--- src/inc/pebp_pkg.sv ---
// shared types and constants for the port E bus pin assignment block
// assumes an AXI4-Lite master with 32-bit data and a single system clock
package pebp_pkg;

    // operating mode as seen on the mode strap pins; 3'h7 is not a legal mode
    typedef enum logic [2:0] {
        MODE_NORM_SINGLE = 3'h0,
        MODE_NORM_EXP_NARROW = 3'h1,
        MODE_NORM_EXP_WIDE = 3'h2,
        MODE_PERIPHERAL = 3'h3,
        MODE_SPEC_SINGLE = 3'h4,
        MODE_SPEC_EXP_NARROW = 3'h5,
        MODE_SPEC_EXP_WIDE = 3'h6
    } pebp_mode_t;

    // port_e_assignment layout, bit 7 down to bit 0
    typedef struct packed {
        logic no_data_enable;
        logic clkgen_test_en;
        logic pipe_status_out_en;
        logic eclk_pin_disable;
        logic low_strobe_en;
        logic rw_pin_en;
        logic calib_ref_en;
        logic strobe_select;
    } pebp_pasg_t;

    // bus control signals offered by the core for the port E pins
    typedef struct packed {
        logic eclk;
        logic data_bus_en_out;
        logic low_byte_strobe;
        logic rw;
        logic [1:0] pipe;
        logic clkgen_test;
        logic calib_ref;
    } pebp_busctl_t;

    // register indices; byte address is four times the index
    localparam logic [5:0] IDX_PASG = 6'h0A;
    localparam logic [5:0] IDX_PULL = 6'h0C;
    localparam logic [5:0] IDX_WDRV = 6'h0D;
    localparam logic [5:0] IDX_STATUS = 6'h0E;

    // values after reset, per mode where it matters
    localparam logic [7:0] PASG_RST_NORM_EXP = 8'h00;
    localparam logic [7:0] PASG_RST_SPECIAL = 8'h2C;
    localparam logic [7:0] PASG_RST_PERIPH = 8'hD0;
    localparam logic [7:0] PASG_RST_NORM_SINGLE = 8'h90;
    localparam logic [7:0] PULL_RST = 8'h00;
    localparam logic [7:0] WDRV_RST = 8'h00;

    // field positions in pull_control and reduced_drive_control
    localparam int PORT_A_BIT = 0;
    localparam int PORT_B_BIT = 1;
    localparam int PORT_E_BIT = 2;
    localparam int PORT_G_BIT = 3;
    localparam int PORT_H_BIT = 4;
    localparam logic [7:0] PORT_BITS_MASK = 8'h1F;

    // port E pins that own a pull device
    localparam logic [7:0] PE_PULL_PINS = 8'h8F;

    // port E pin positions of the bus control functions
    localparam int PIN_DENB = 7;
    localparam int PIN_PIPE1 = 6;
    localparam int PIN_PIPE0 = 5;
    localparam int PIN_ECLK = 4;
    localparam int PIN_STRB = 3;
    localparam int PIN_RW = 2;

    // status register field positions
    localparam int STAT_MODE_LSB = 0;
    localparam int STAT_OE_LSB = 8;
    localparam int STAT_PIN_LSB = 16;

    // AXI responses
    localparam logic [1:0] RESP_OKAY = 2'h0;
    localparam logic [1:0] RESP_SLVERR = 2'h2;

endpackage : pebp_pkg

--- src/rtl/pebp_top.sv ---
// port E pin function selection, pull and reduced drive control with AXI4-Lite registers
// assumes pins arrive asynchronously; core bus control signals are on aclk
//
// Summary of operation
// - pipe status enable in expanded modes drives PE6/PE5; else GPIO or clock test on PE6.
// - pipe, strobe, read/write, strobe-select bits: normal write once, special skip first write.
// - E-clock disable bit: once in normal single chip, always special single, else never.
// - E-clock disable clear gives E clock on PE4; single chip also needs stretch clear.
// - E-clock pin is an input in peripheral mode; otherwise an output while carrying E clock, else GPIO.
// - low strobe enable drives PE3 strobe except single chip and normal narrow.
// - normal expanded narrow forces PE3 output high during and after reset.
// - special expanded, strobe enable, tagging: low PE3 at E fall tags low byte.
// - read/write enable outside single chip drives PE2 as read/write, else GPIO.
// - calibration enable always writable; drives PE7 in single, peripheral or no-data-enable.
// - expanded with no-data-enable clear: PE7 is data enable or inverted E clock.
// - strobe select ignored in single chip and peripheral; PE7 calibration or GPIO.
// - inverted E clock follows E clock inverted, may idle high.
// - pull control always accessible, absent in peripheral mode, pulls only input pins.
// - port E pull enable acts only on input pins PE7 and PE3 to PE0.
// - port A and B pulls inactive while the port carries address/data.
// - port G and H pull enables act on all their input pins.
// - each reduced drive bit weakens all outputs of its port, any function.
// - reduced drive absent in peripheral; normal write once, special skip first write.
// - no-data-enable set moves PE7 to calibration or GPIO; ignored single/peripheral.
//
// The AXI4-Lite slave port was decided locally.
`timescale 1ns/1ns

module pebp_top #(
    parameter int ADDR_W = 8
) (
    // system
    input wire logic aclk,
    input wire logic aresetn,
    // AXI4-Lite write address and data
    input wire logic [ADDR_W-1:0] awaddr,
    input wire logic awvalid,
    output logic awready,
    input wire logic [31:0] wdata,
    input wire logic [3:0] wstrb,
    input wire logic wvalid,
    output logic wready,
    // AXI4-Lite write response
    output logic [1:0] bresp,
    output logic bvalid,
    input wire logic bready,
    // AXI4-Lite read
    input wire logic [ADDR_W-1:0] araddr,
    input wire logic arvalid,
    output logic arready,
    output logic [31:0] rdata,
    output logic [1:0] rresp,
    output logic rvalid,
    input wire logic rready,
    // mode straps and core status
    input wire logic [2:0] mode_pins,
    input wire logic e_stretch,
    input wire logic debug_tag_active,
    input wire pebp_pkg::pebp_busctl_t busctl,
    // port E general purpose data and direction
    input wire logic [7:0] gpio_data,
    input wire logic [7:0] gpio_dir,
    // port E pads
    input wire logic [7:0] pe_in,
    output logic [7:0] pe_out,
    output logic [7:0] pe_oe,
    // direction of the other ports, 1 = output
    input wire logic [7:0] dir_a,
    input wire logic [7:0] dir_b,
    input wire logic [7:0] dir_g,
    input wire logic [7:0] dir_h,
    // pad controls
    output logic [7:0] pull_a,
    output logic [7:0] pull_b,
    output logic [7:0] pull_e,
    output logic [7:0] pull_g,
    output logic [7:0] pull_h,
    output logic [4:0] weak_drive,
    // debug
    output logic tag_low_byte
);

    if (ADDR_W < 6 || ADDR_W > 32) begin : g_bad_addr_w
        $error("pebp_top: ADDR_W must lie between 6 and 32");
    end

    localparam logic [ADDR_W-1:0] A_PASG = ADDR_W'({pebp_pkg::IDX_PASG, 2'b00});
    localparam logic [ADDR_W-1:0] A_PULL = ADDR_W'({pebp_pkg::IDX_PULL, 2'b00});
    localparam logic [ADDR_W-1:0] A_WDRV = ADDR_W'({pebp_pkg::IDX_WDRV, 2'b00});
    localparam logic [ADDR_W-1:0] A_STATUS = ADDR_W'({pebp_pkg::IDX_STATUS, 2'b00});

    // synchronisers; first stage feeds only the second
    logic [7:0] pe_s1;
    logic [7:0] pe_s2;
    logic [2:0] mode_s1;
    logic [2:0] mode_s2;

    always_ff @(posedge aclk) begin
        pe_s1 <= pe_in;
        pe_s2 <= pe_s1;
        mode_s1 <= mode_pins;
        mode_s2 <= mode_s1;
    end

    // mode is caught while reset is held and frozen after release
    pebp_pkg::pebp_mode_t op_mode;

    always_ff @(posedge aclk) begin
        if (!aresetn) begin
            op_mode <= pebp_pkg::pebp_mode_t'(mode_s2);
        end
    end

    wire is_special = op_mode[2];
    wire is_single = (op_mode == pebp_pkg::MODE_NORM_SINGLE) || (op_mode == pebp_pkg::MODE_SPEC_SINGLE) ||
                     (op_mode == 3'h7);
    wire is_periph = (op_mode == pebp_pkg::MODE_PERIPHERAL);
    wire is_exp = !is_single && !is_periph;
    wire is_spec_exp = is_exp && is_special;
    wire is_norm_narrow = (op_mode == pebp_pkg::MODE_NORM_EXP_NARROW);

    wire [2:0] rst_mode = mode_s2;
    wire [7:0] pasg_rst_val =
        (rst_mode == pebp_pkg::MODE_PERIPHERAL) ? pebp_pkg::PASG_RST_PERIPH :
        (rst_mode == pebp_pkg::MODE_NORM_SINGLE) ? pebp_pkg::PASG_RST_NORM_SINGLE :
        rst_mode[2] ? pebp_pkg::PASG_RST_SPECIAL : pebp_pkg::PASG_RST_NORM_EXP;

    // registers
    pebp_pkg::pebp_pasg_t pasg;
    logic [7:0] pasg_seen;
    logic [7:0] pull_ctl;
    logic [7:0] wdrv;
    logic wdrv_seen;
    logic narrow_hold;

    // AXI write channel holding
    logic aw_full;
    logic w_full;
    logic [ADDR_W-1:0] aw_addr;
    logic [7:0] w_byte;
    logic w_lane0;

    wire aw_take = awvalid && awready;
    wire w_take = wvalid && wready;
    wire do_write = aw_full && w_full && !bvalid;
    wire next_bvalid = do_write || (bvalid && !bready);
    wire next_aw_full = (aw_full || aw_take) && !do_write;
    wire next_w_full = (w_full || w_take) && !do_write;

    wire wr_pasg = do_write && (aw_addr == A_PASG) && !is_periph;
    wire wr_pull = do_write && (aw_addr == A_PULL) && !is_periph;
    wire wr_wdrv = do_write && (aw_addr == A_WDRV) && !is_periph;
    wire wr_status = do_write && (aw_addr == A_STATUS);
    wire wr_ok = wr_pasg || wr_pull || wr_wdrv || wr_status;

    // per-bit write permission from mode and first-write history
    wire [7:0] once_ok = is_special ? pasg_seen : ~pasg_seen;
    wire eclkd_ok = (op_mode == pebp_pkg::MODE_NORM_SINGLE) ? !pasg_seen[4] :
                    (op_mode == pebp_pkg::MODE_SPEC_SINGLE);
    wire ctest_ok = is_special && pasg_seen[6];
    wire [7:0] pasg_wmask = {once_ok[7], ctest_ok, once_ok[5], eclkd_ok, once_ok[3], once_ok[2],
                             1'b1, once_ok[0]};
    wire wdrv_ok = is_special ? wdrv_seen : !wdrv_seen;
    wire [7:0] pasg_written = (pasg & ~pasg_wmask) | (w_byte & pasg_wmask);

    always_ff @(posedge aclk) begin
        if (!aresetn) begin
            pasg <= pasg_rst_val;
            pasg_seen <= 8'h00;
            pull_ctl <= pebp_pkg::PULL_RST;
            wdrv <= pebp_pkg::WDRV_RST;
            wdrv_seen <= 1'b0;
            narrow_hold <= (rst_mode == pebp_pkg::MODE_NORM_EXP_NARROW);
        end else begin
            if (wr_pasg && w_lane0) begin
                pasg <= pasg_written;
                pasg_seen <= 8'hFF;
                narrow_hold <= 1'b0;
            end
            if (wr_pull && w_lane0) begin
                pull_ctl <= w_byte & pebp_pkg::PORT_BITS_MASK;
            end
            if (wr_wdrv && w_lane0) begin
                if (wdrv_ok) begin
                    wdrv <= w_byte & pebp_pkg::PORT_BITS_MASK;
                end
                wdrv_seen <= 1'b1;
            end
        end
    end

    always_ff @(posedge aclk) begin
        if (!aresetn) begin
            aw_full <= 1'b0;
            w_full <= 1'b0;
            aw_addr <= '0;
            w_byte <= 8'h00;
            w_lane0 <= 1'b0;
            awready <= 1'b0;
            wready <= 1'b0;
            bvalid <= 1'b0;
            bresp <= pebp_pkg::RESP_OKAY;
        end else begin
            if (aw_take) begin
                aw_addr <= awaddr;
            end
            if (w_take) begin
                w_byte <= wdata[7:0];
                w_lane0 <= wstrb[0];
            end
            if (do_write) begin
                bresp <= wr_ok ? pebp_pkg::RESP_OKAY : pebp_pkg::RESP_SLVERR;
            end
            aw_full <= next_aw_full;
            w_full <= next_w_full;
            bvalid <= next_bvalid;
            awready <= !next_aw_full && !next_bvalid;
            wready <= !next_w_full && !next_bvalid;
        end
    end

    // read path: answer one cycle after the address is taken
    wire ar_take = arvalid && arready;
    wire next_rvalid = ar_take || (rvalid && !rready);
    wire rd_pasg = (araddr == A_PASG) && !is_periph;
    wire rd_pull = (araddr == A_PULL) && !is_periph;
    wire rd_wdrv = (araddr == A_WDRV) && !is_periph;
    wire rd_status = (araddr == A_STATUS);
    wire [31:0] status_word = (32'(op_mode) << pebp_pkg::STAT_MODE_LSB) |
                              (32'(pe_oe) << pebp_pkg::STAT_OE_LSB) |
                              (32'(pe_s2) << pebp_pkg::STAT_PIN_LSB);
    wire [31:0] rd_word = rd_pasg ? 32'(pasg) :
                          rd_pull ? 32'(pull_ctl) :
                          rd_wdrv ? 32'(wdrv) :
                          rd_status ? status_word : 32'h0000_0000;
    wire rd_ok = rd_pasg || rd_pull || rd_wdrv || rd_status;

    always_ff @(posedge aclk) begin
        if (!aresetn) begin
            arready <= 1'b0;
            rvalid <= 1'b0;
            rdata <= 32'h0000_0000;
            rresp <= pebp_pkg::RESP_OKAY;
        end else begin
            if (ar_take) begin
                rdata <= rd_word;
                rresp <= rd_ok ? pebp_pkg::RESP_OKAY : pebp_pkg::RESP_SLVERR;
            end
            rvalid <= next_rvalid;
            arready <= !next_rvalid;
        end
    end

    // pin function selection
    wire sel7_bus = is_exp && !pasg.no_data_enable;
    wire sel7_cal = pasg.calib_ref_en && (is_single || is_periph || pasg.no_data_enable);
    wire pe7_bus_val = pasg.strobe_select ? !busctl.eclk : busctl.data_bus_en_out;
    wire sel6_pipe = pasg.pipe_status_out_en && is_exp;
    wire sel6_test = pasg.clkgen_test_en && (is_periph || is_spec_exp);
    wire sel4_e = !pasg.eclk_pin_disable && !(is_single && e_stretch);
    wire sel3_tag = is_spec_exp && pasg.low_strobe_en && debug_tag_active;
    wire sel3_strb = pasg.low_strobe_en && !is_single && !is_norm_narrow;
    wire sel2_rw = pasg.rw_pin_en && !is_single;

    wire [7:0] next_pe_out;
    wire [7:0] next_pe_oe;

    // strobe select only reaches PE7 through sel7_bus, which needs an expanded mode
    assign next_pe_out[7] = sel7_bus ? pe7_bus_val : sel7_cal ? busctl.calib_ref : gpio_data[7];
    assign next_pe_oe[7] = (sel7_bus || sel7_cal) || gpio_dir[7];
    assign next_pe_out[6] = sel6_pipe ? busctl.pipe[1] : sel6_test ? busctl.clkgen_test : gpio_data[6];
    assign next_pe_oe[6] = sel6_pipe || sel6_test || gpio_dir[6];
    assign next_pe_out[5] = sel6_pipe ? busctl.pipe[0] : gpio_data[5];
    assign next_pe_oe[5] = sel6_pipe || gpio_dir[5];
    assign next_pe_out[4] = sel4_e ? busctl.eclk : gpio_data[4];
    assign next_pe_oe[4] = !is_periph && (sel4_e || gpio_dir[4]);
    assign next_pe_out[3] = narrow_hold ? 1'b1 : sel3_tag ? 1'b0 :
                            sel3_strb ? busctl.low_byte_strobe : gpio_data[3];
    assign next_pe_oe[3] = narrow_hold || (!sel3_tag && (sel3_strb || gpio_dir[3]));
    assign next_pe_out[2] = sel2_rw ? busctl.rw : gpio_data[2];
    assign next_pe_oe[2] = sel2_rw || gpio_dir[2];
    // PE1 and PE0 are interrupt inputs and never drive
    assign next_pe_out[1:0] = 2'b00;
    assign next_pe_oe[1:0] = 2'b00;

    // pads; address/data ports lose their pulls outside single chip
    wire ab_free = is_single;
    wire [7:0] next_pull_a = {8{pull_ctl[pebp_pkg::PORT_A_BIT] && ab_free}} & ~dir_a;
    wire [7:0] next_pull_b = {8{pull_ctl[pebp_pkg::PORT_B_BIT] && ab_free}} & ~dir_b;
    wire [7:0] next_pull_e = {8{pull_ctl[pebp_pkg::PORT_E_BIT]}} & ~next_pe_oe & pebp_pkg::PE_PULL_PINS;
    wire [7:0] next_pull_g = {8{pull_ctl[pebp_pkg::PORT_G_BIT]}} & ~dir_g;
    wire [7:0] next_pull_h = {8{pull_ctl[pebp_pkg::PORT_H_BIT]}} & ~dir_h;

    // E clock for tagging: pin in peripheral mode, core clock otherwise
    wire eclk_now = is_periph ? pe_s2[pebp_pkg::PIN_ECLK] : busctl.eclk;
    logic eclk_q;
    wire eclk_fall = eclk_q && !eclk_now;

    always_ff @(posedge aclk) begin
        if (!aresetn) begin
            pe_out <= 8'h08;
            pe_oe <= (rst_mode == pebp_pkg::MODE_NORM_EXP_NARROW) ? 8'h08 : 8'h00;
            pull_a <= 8'h00;
            pull_b <= 8'h00;
            pull_e <= 8'h00;
            pull_g <= 8'h00;
            pull_h <= 8'h00;
            weak_drive <= 5'h00;
            eclk_q <= 1'b0;
            tag_low_byte <= 1'b0;
        end else begin
            pe_out <= next_pe_out;
            pe_oe <= next_pe_oe;
            pull_a <= next_pull_a;
            pull_b <= next_pull_b;
            pull_e <= next_pull_e;
            pull_g <= next_pull_g;
            pull_h <= next_pull_h;
            weak_drive <= wdrv[4:0];
            eclk_q <= eclk_now;
            tag_low_byte <= sel3_tag && eclk_fall && !pe_s2[pebp_pkg::PIN_STRB];
        end
    end

endmodule : pebp_top

--- config.mk ---
export PLATFORM = sky130hd
export DESIGN_NAME = pebp_top
export DESIGN_NICKNAME = d
export VERILOG_FILES = /design/src/inc/pebp_pkg.sv /design/src/rtl/pebp_top.sv
export SDC_FILE = /design/constraint.sdc
export NUM_CORES = 1
export LEC_CHECK = 0
export BUFFER_PORTS_ARGS = -buffer_cell sky130_fd_sc_hd__clkbuf_2
export CAP_MARGIN = 20
export CORE_ASPECT_RATIO = 1.25
export CORE_UTILIZATION = 50
export CTS_BUF_LIST = sky130_fd_sc_hd__clkbuf_4 sky130_fd_sc_hd__clkbuf_8 sky130_fd_sc_hd__clkbuf_16
export DETAILED_ROUTE_END_ITERATION = 10
export HOLD_SLACK_MARGIN = 0.05
export PLACE_DENSITY = 0.84
export SETUP_SLACK_MARGIN = 0.5
export SLEW_MARGIN = 20
export SYNTH_ARGS = -nofsm -noshare
export SYNTH_HDL_FRONTEND = slang
export SYNTH_SLANG_ARGS = --single-unit
--- constraint.sdc ---
create_clock -name aclk -period 2.7 [get_ports aclk]
set_input_delay 0.135 -clock aclk [delete_from_list [all_inputs] [get_ports aclk]]
set_output_delay 0.135 -clock aclk [all_outputs]
set_load 0.005 [all_outputs]
==> results by group, run 1 <==
Run status
  • Status: finished clean

Min path
  • Hold_sp: araddr[1]
  • Hold Crit Class: input port to register

Clock network
  • CTS sink count: between 100 and 150
  • CTS tree: done
  • Clock transition at path regs: 0.06 ns
  • Clock Path Buffers: 2
  • H-tree depth: 4
  • Clk root buf: clkbuf_16
  • CTS buffer count: 17
  • Worst-Skew Late Latency: 0.41 ns

Synth
  • Cell count after synthesis: approximately 520
  • Synth top area cells: dfxtp_1 52%, edfxtp_1 6.9%, nand2_1 4.9%, nor2_1 4.6%, mux2i_1 4.0%
  • Top FF cell, synth: dfxtp_1
  • Yosys synthesis warning count: 0
  • Count leader, synth: dfxtp_1
  • Top-area cell type share of the netlist area: 52.4%
  • #FFs+latches synth: 149
  • Syn_area_per_cell: 10.1 um^2
  • Cell type with the largest total area after synthesis: dfxtp_1
  • Synth top cells by count: 137 x dfxtp_1, 68 x nand2_1, 64 x nor2_1
  • Post-synth EDFFs: 12
  • Synth cell types: 49
  • Async set or reset register ratio after synthesis: 0%
  • Post-synthesis sequential area ratio: 59.3%
  • Synthesized area: 0.00523 mm^2

Detailed routing
  • Detailed Route Iter0 Violations: 316
  • Via count: ~4800
  • Routed length per placed instance: 16.1 um
  • WL final: about 15000 um
  • Pre-antenna DRT Iters: 5
  • Vias per std cell: 5.21
  • Routed Antenna Nets: 0
  • Drc violations: 0

Worst setup path
  • Critical-path cell list: and3b_2 > or4_1 > nand2_1
  • Worst setup startpoint: op_mode[1]
  • Reg-to-reg slack, setup: 0.52 ns
  • WP data required: 2.78 ns
  • Critical Path Source Type: register
  • R2R Path Start: op_mode[1]
  • Critical path buffers and inverters: 0
  • Worst reg-to-reg path cell count: 3
  • WP data arrival: between 2 and 2.5 ns
  • Delay-heaviest family, CP: simple AND/OR/NAND/NOR gates
  • Worst setup EP type: register
  • Max FO, Critical Path: 11
  • WS Path Type: register to register
  • Worst Setup EP: pasg[3]
  • Slowest stage cell, crit path: or4_1
  • Crit path depth: 3
  • Crit path largest cell delay: 0.58 ns
  • Reg-to-Reg End: pasg[3]

Power
  • Pleak: 3.42 nW
  • PwrDens: 658 mW/mm^2
  • VDD IR max: 441 uV

Timing
  • Measured slew at the worst slew-check pin: between 0.6 and 0.7 ns
  • Hold Slack: 0.0771 ns
  • Final setup vio count: 0
  • Slew Limit Fails: 0
  • Hold Fails Final Rpt: 0
  • Slew HR: 53.2%
  • Min Tclk post-route: 2.18 ns
  • Max Clk Rate: about 460 MHz
  • Final clock skew: 0.00837 ns
  • Final TNS setup: 0 ns
  • Period utilisation layout: 80.6%
  • Unrepaired setup endpoints after global routing: no
  • Final WS setup: about 0.52 ns

Final layout
  • Fin nets: ~900
  • Layout area overhead: 42.2%
  • Share of cells above drive strength 1: 28.9%
  • Diode count: 0
  • Filler instances: 670

Global routing
  • GR Overflow Total: 0
  • First-pass GRT wire length: 22400 um
  • Vias in the first global route: 4751
  • Pin count of the biggest net entering global routing: 32
  • Initial antenna violation count: 0
  • Global-route usage over all layers: 27.1%

Placed design
  • Gpl congestion: 0.854
  • Pre-CTS WS: ~0.58 ns
  • Post-detail-place hpwl: 8980 um
  • I/O Buffers: 180

Floorplanning
  • IO Pins: approximately 230
  • Die height: 116 um
  • Initial core utilization: 51.5%
  • # rows: 41
  • Core region area: 0.0102 mm^2
  • Chip width: 93.5 um
  • Die area: 0.0109 mm^2

Run
  • Maxcap violations: 0
==> registers in the layout, indices dropped and copies added (netlist names), 3 cells and up, named ones only <==
register,flops
aw_addr,8
op_mode,3
pe_s1,8
pull_a,8
mode_s2,3
w_byte,8
pull_ctl,5
pe_s2,8
pasg,5
pull_h,8
pe_out,6
rdata,22
wdrv,5
pull_b,8
pull_e,4
pull_g,8
mode_s1,3
weak_drive,5
pe_oe,6
==> routing by layer <==
| metal | wire length, um | global-route usage [%] | vias to the layer above |
|---|---|---|---|
| met3 | 885 | 6.51 | 77 |
| met5 | 0 | 0 | - |
| met2 | 7780 | 48.4 | 246 |
| met4 | 814 | 18.5 | 0 |
| li1 | - | - | 2242 |
| met1 | 5240 | 28.2 | 2215 |
==> how the worst min path moves through the flow <==
stage	endpoint	slack, ns	cells past startpoint
6_report	rresp[1]	0.08	3
5_1_grt	pull_e[3]	0.08	4
4_1_cts	rresp[1]	0.06	3
3_5_place_dp	pe_s1[3]	0.24	1
3_3_place_gp	pe_s1[7]	0.24	1
2_1_floorplan	mode_s1[0]	0.16	0
==> cell families after synthesis <==
group                      Yosys count  share of synthesized area (%)
muxes                               22                           4.23
and+or+nand+nor                    193                           18.0
other                                1                         0.0717
AOI/OAI and AO/OA                   89                           10.4
buffers and inverters               60                           7.15
adders and majority gates            1                          0.239
DFF                                149                           59.3
xor gates and xnor gates             4                          0.670
==> repair_timing <==
action | in CTS | in global routing
endpoints found under the setup margin | 0 | 11
setup buffers | 0 | 2
hold buffers | 78 | 0
hold endpoints to repair | 74 | 0
resized for setup | 0 | 2
==> worst min-delay path: cells and delay by family <==
family / cells / cell delay, ns
and+or+nand+nor: 1 / 0.05
buffers and inverters: 1 / 0.12
AOI/OAI and AO/OA: 1 / 0.13
==> cells in the final DEF, fill, tap and decap left out, types with 3 or more instances in the layout <==
cell type	synthesis	routed
a22oi_1	13	13
clkbuf_2	0	180
nor3_1	7	7
clkbuf_16	0	17
a211oi_1	4	4
buf_4	20	5
dlygate4sd3_1	0	78
nor2_1	64	64
conb_1	1	19
clkbuf_8	3	3
o22ai_1	3	3
inv_1	15	15
nand3b_1	4	4
o21ai_0	18	17
nand3_1	13	13
clkinv_4	0	3
a31oi_1	3	3
nor2b_1	4	4
clkinvlp_4	0	3
a21oi_1	36	36
mux2i_1	21	21
and2_1	8	8
nor4_4	3	3
edfxtp_1	12	12
dfxtp_1	137	137
nand2_1	68	68
==> metrics by stage <==
stage               cells  utilization, %  cell area [um^2]  total power, mW
floorplan             537               -              5300             2.56
global placement      805            59.8              6070             2.66
detailed placement    805            59.8              6070             2.67
CTS                   915            73.0              7410             4.88
global route          917            73.2              7440             5.06
finish                917            73.2              7440             4.89
==> where the power goes <==
part / switching, mW / internal [mW] / total, mW
registers: 0.0487 / 2.30 / 2.35
clock network: 0.887 / 1.27 / 2.16
logic: 0.189 / 0.198 / 0.387
total: 1.13 / 3.77 / 4.89
==> layout make-up <==
type	count	area, um^2	share of cell area, %
Sequential cell	149	3100	41.7
Multi-Input combinational cell	328	1820	24.5
Timing Repair Buffer	264	1740	23.4
Clock buffer	22	482	6.47
Tap cell	129	161	2.17
Clock inverter	10	73.8	0.992
Inverter	15	56.3	0.757
Note: power is estimated with default switching activity, not from simulation.
==> run 2: changes to the inputs <==
- ABC_AREA: unset -> 1
- CORE_UTILIZATION: 50 -> 43
- PLACE_DENSITY: 0.84 -> 0.76
- clock period: 2.7 -> 1.85 ns (I/O delays scaled with it)
==> results by group, run 2 <==
Synth
  • Count leader, synth: dfxtp_1
  • Yosys synthesis warning count: 0 (unchanged)
  • Async set or reset register ratio after synthesis: 0% (unchanged)
  • Synth top cells by count: 137 x dfxtp_1, 107 x nand2_1, 95 x nor2_1
  • Post-synth EDFFs: 12 (unchanged)
  • #FFs+latches synth: 149 (unchanged)
  • Cell type with the largest total area after synthesis: dfxtp_1
  • Cell count after synthesis: 616 (+19%)
  • Synthesized area: 0.00542 mm^2 (+3.5%)
  • Top FF cell, synth: dfxtp_1
  • Synth cell types: 44 (-10%)
  • Post-synthesis sequential area ratio: 57.3% (-2.0 points)
  • Syn_area_per_cell: 8.79 um^2 (-13%)
  • Synth top area cells: dfxtp_1 51%, nand2_1 7.4%, edfxtp_1 6.7%, nor2_1 6.6%, a21oi_1 3.7%
  • Top-area cell type share of the netlist area: 50.6% (-1.8 points)

Timing
  • Period utilisation layout: 87.7% (+7.1 points)
  • Max Clk Rate: 616 MHz (+34%)
  • Unrepaired setup endpoints after global routing: yes
  • Final clock skew: 0.00808 ns (-0.000292 ns)
  • Final setup vio count: 0 (unchanged)
  • Hold Fails Final Rpt: 0 (unchanged)
  • Slew Limit Fails: 0 (unchanged)
  • Final TNS setup: 0 ns (unchanged)
  • Min Tclk post-route: 1.62 ns (-0.553 ns)

Clock network
  • Clock transition at path regs: 0.07 ns (about the same)
  • Clk root buf: clkbuf_16
  • CTS sink count: 149 (unchanged)
  • H-tree depth: 4 (unchanged)
  • Worst-Skew Late Latency: 0.42 ns (about the same)
  • CTS tree: done
  • Clock Path Buffers: 2 (unchanged)
  • CTS buffer count: 17 (unchanged)

Floorplanning
  • Chip width: 102 um (+9.5%)
  • IO Pins: 231 (unchanged)
  • Die height: 127 um (+9.5%)
  • Initial core utilization: 44.3% (-7.2 points)
  • Die area: 0.0130 mm^2 (+20%)
  • # rows: 45 (+9.8%)
  • Core region area: 0.0122 mm^2 (+20%)

Detailed routing
  • WL final: 16200 um (+10%)
  • Via count: 5346 (+12%)
  • Detailed Route Iter0 Violations: 375 (+19%)
  • Routed Antenna Nets: 0 (unchanged)
  • Routed length per placed instance: 14.8 um (-7.6%)
  • Drc violations: 0 (unchanged)
  • Vias per std cell: 4.90 (-6.0%)
  • Pre-antenna DRT Iters: 5 (unchanged)

Final layout
  • Filler instances: 879 (+31%)
  • Diode count: 0 (unchanged)
  • Share of cells above drive strength 1: 35.8% (+6.9 points)
  • Max FFs per register: 22 (unchanged)
  • FF/Latch Area: 0.00310 mm^2 (unchanged)
  • Non-Filler Instances: 1091 (+19%)
  • Commonest non-fill, non-tap cell in the layout: clkbuf_2
  • Layout area overhead: 54.2%
  • Fin nets: 1043 (+15%)
  • Largest register by flop count: rdata
  • Multi-input gate area: 0.00214 mm^2 (+17%)
  • Most frequent cells in the layout: 180 x clkbuf_2, 137 x dfxtp_1, 91 x nand2_1, 88 x nor2_1, 83 x dlygate4sd3_1

Run
  • Maxcap violations: 0 (unchanged)

Worst setup path
  • Critical-path cell list: buf_6 > buf_6 > nand3_4 > nand2_8 > inv_8 > nand4_1 > buf_4 > o21ai_1 > o211ai_1
  • Critical Path Source Type: register
  • R2R Path Start: op_mode[0]
  • Reg-to-Reg End: pe_out[3]
  • Most frequent CP cell: buf_6
  • Critical path buffers and inverters: 4 (+4)
  • Max FO, Critical Path: 5 (-6)
  • WS Path Type: register to register
  • Worst setup EP type: register
  • Worst reg-to-reg path cell count: 9 (+6)
  • Crit path largest cell delay: 0.41 ns (-0.17 ns)
  • Slowest stage cell, crit path: edfxtp_1
  • Reg-to-reg slack, setup: 0.23 ns (-0.30 ns)
  • Delay-heaviest family, CP: buffers and inverters
  • WP data required: 2.14 ns (-0.64 ns)
  • WP data arrival: 1.91 ns (-0.34 ns)

Min path
  • Worst hold stages: 4 (+1)
  • Hold-critical path endpoint: rresp[1]
  • Hold_sp: arvalid
  • Hold Crit Class: input port to register

Global routing
  • Vias in the first global route: 4995 (+5.1%)
  • Global-route usage over all layers: 23.9% (-3.2 points)
  • GR Overflow Total: 0 (unchanged)
  • Pin count of the biggest net entering global routing: 57 (+78%)
  • Initial antenna violation count: 0 (unchanged)
  • First-pass GRT wire length: 23700 um (+5.7%)

Power
  • PwrDens: 916 mW/mm^2 (+39%)
  • VDD IR max: 713 uV (+62%)
  • Pleak: 3.97 nW (+16%)

Placed design
  • I/O Buffers: 180 (unchanged)
  • Gpl congestion: 0.850 (-0.47%)
  • Placed Cells: 946 (+18%)
  • Post-detail-place hpwl: 9380 um (+4.4%)

Run status
  • Status: finished clean
[run 2: cell count changes in the layout (fill, tap and decap cells not counted), moves of 11 or more]
cell	previous run	this run
a22oi_1	13	0
buf_4	5	23
inv_1	15	48
mux2i_1	21	0
nand2_1	68	91
nand2_2	0	13
nor2_1	64	88
nor2_2	0	11
o21ai_0	17	29
[run 2: power breakdown]
part	leakage [nW]	switching (mW)	internal, mW	total (mW)
Sequential	1.24	0.0772	3.37	3.45
Clock	0.291	1.42	2.02	3.44
Combinational	2.43	0.390	0.373	0.763
Total	3.97	1.89	5.76	7.65
[run 2: cells by family after synthesis]
group | count (synthesis) | share of synthesized area, %
AOI/OAI and AO/OA | 98 | 9.91
xor gates and xnor gates | 1 | 0.162
adders and majority gates | 1 | 0.231
buffers and inverters | 99 | 8.96
DFF | 149 | 57.3
other | 1 | 0.0692
and+or+nand+nor | 267 | 23.4
[run 2: routing by layer]
| layer | track usage (%) | vias to the layer above | wire [um] |
|---|---|---|---|
| met5 | 0 | - | 0 |
| met4 | 12.6 | 0 | 707 |
| met3 | 6.02 | 69 | 1050 |
| met2 | 42.0 | 277 | 8340 |
| met1 | 26.1 | 2466 | 6080 |
| li1 | - | 2534 | - |
[run 2: worst max-delay path by stage]
stage | cells past startpoint | endpoint | slack [ns] | from
floorplan | 6 | register | 0.42 | op_mode[1]
global placement | 5 | register | 0.16 | op_mode[2]
detailed placement | 5 | register | 0.11 | op_mode[2]
CTS | 6 | register | 0.39 | op_mode[0]
global route | 9 | pe_oe[3] | 0.16 | op_mode[2]
finish | 9 | pe_out[3] | 0.23 | op_mode[0]
[run 2: metrics by stage]
stage	hold slack, ns	power (mW)	utilization (%)	cell area (um^2)	setup slack, ns
finish	0.136	7.65	68.3	8350	0.227
global route	0.146	7.94	68.3	8350	0.161
CTS	0.0959	7.59	66.3	8110	0.392
detailed placement	0.196	3.98	52.4	6400	0.109
global placement	0.195	3.97	52.4	6400	0.163
floorplan	0.120	3.79	-	5490	0.421
[run 2: worst reg2reg max path, delay by kind of cell, from the launching register on]
family | cells | cell delay, ns
buffers and inverters | 4 | 0.54
AOI/OAI and AO/OA | 2 | 0.22
DFF | 1 | 0.41
and+or+nand+nor | 3 | 0.36
[run 2: repair_timing]
item                                    in CTS  in global routing
setup buffers                               19                 10
pin swaps                                   18                 21
hold endpoints to repair                    78                  0
endpoints found under the setup margin      80                 73
hold buffers                                83                  0
gates cloned                                 1                  0
resized for setup                           34                 45
[run 2: layout make-up]
type,instances,area share (%)
timing repair buffer,297,24.6
clock buffer,17,5.09
sequential,149,37.2
tap,164,2.46
clock inverter,15,2.02
inverter,62,3.03
multi-input combinational,387,25.6
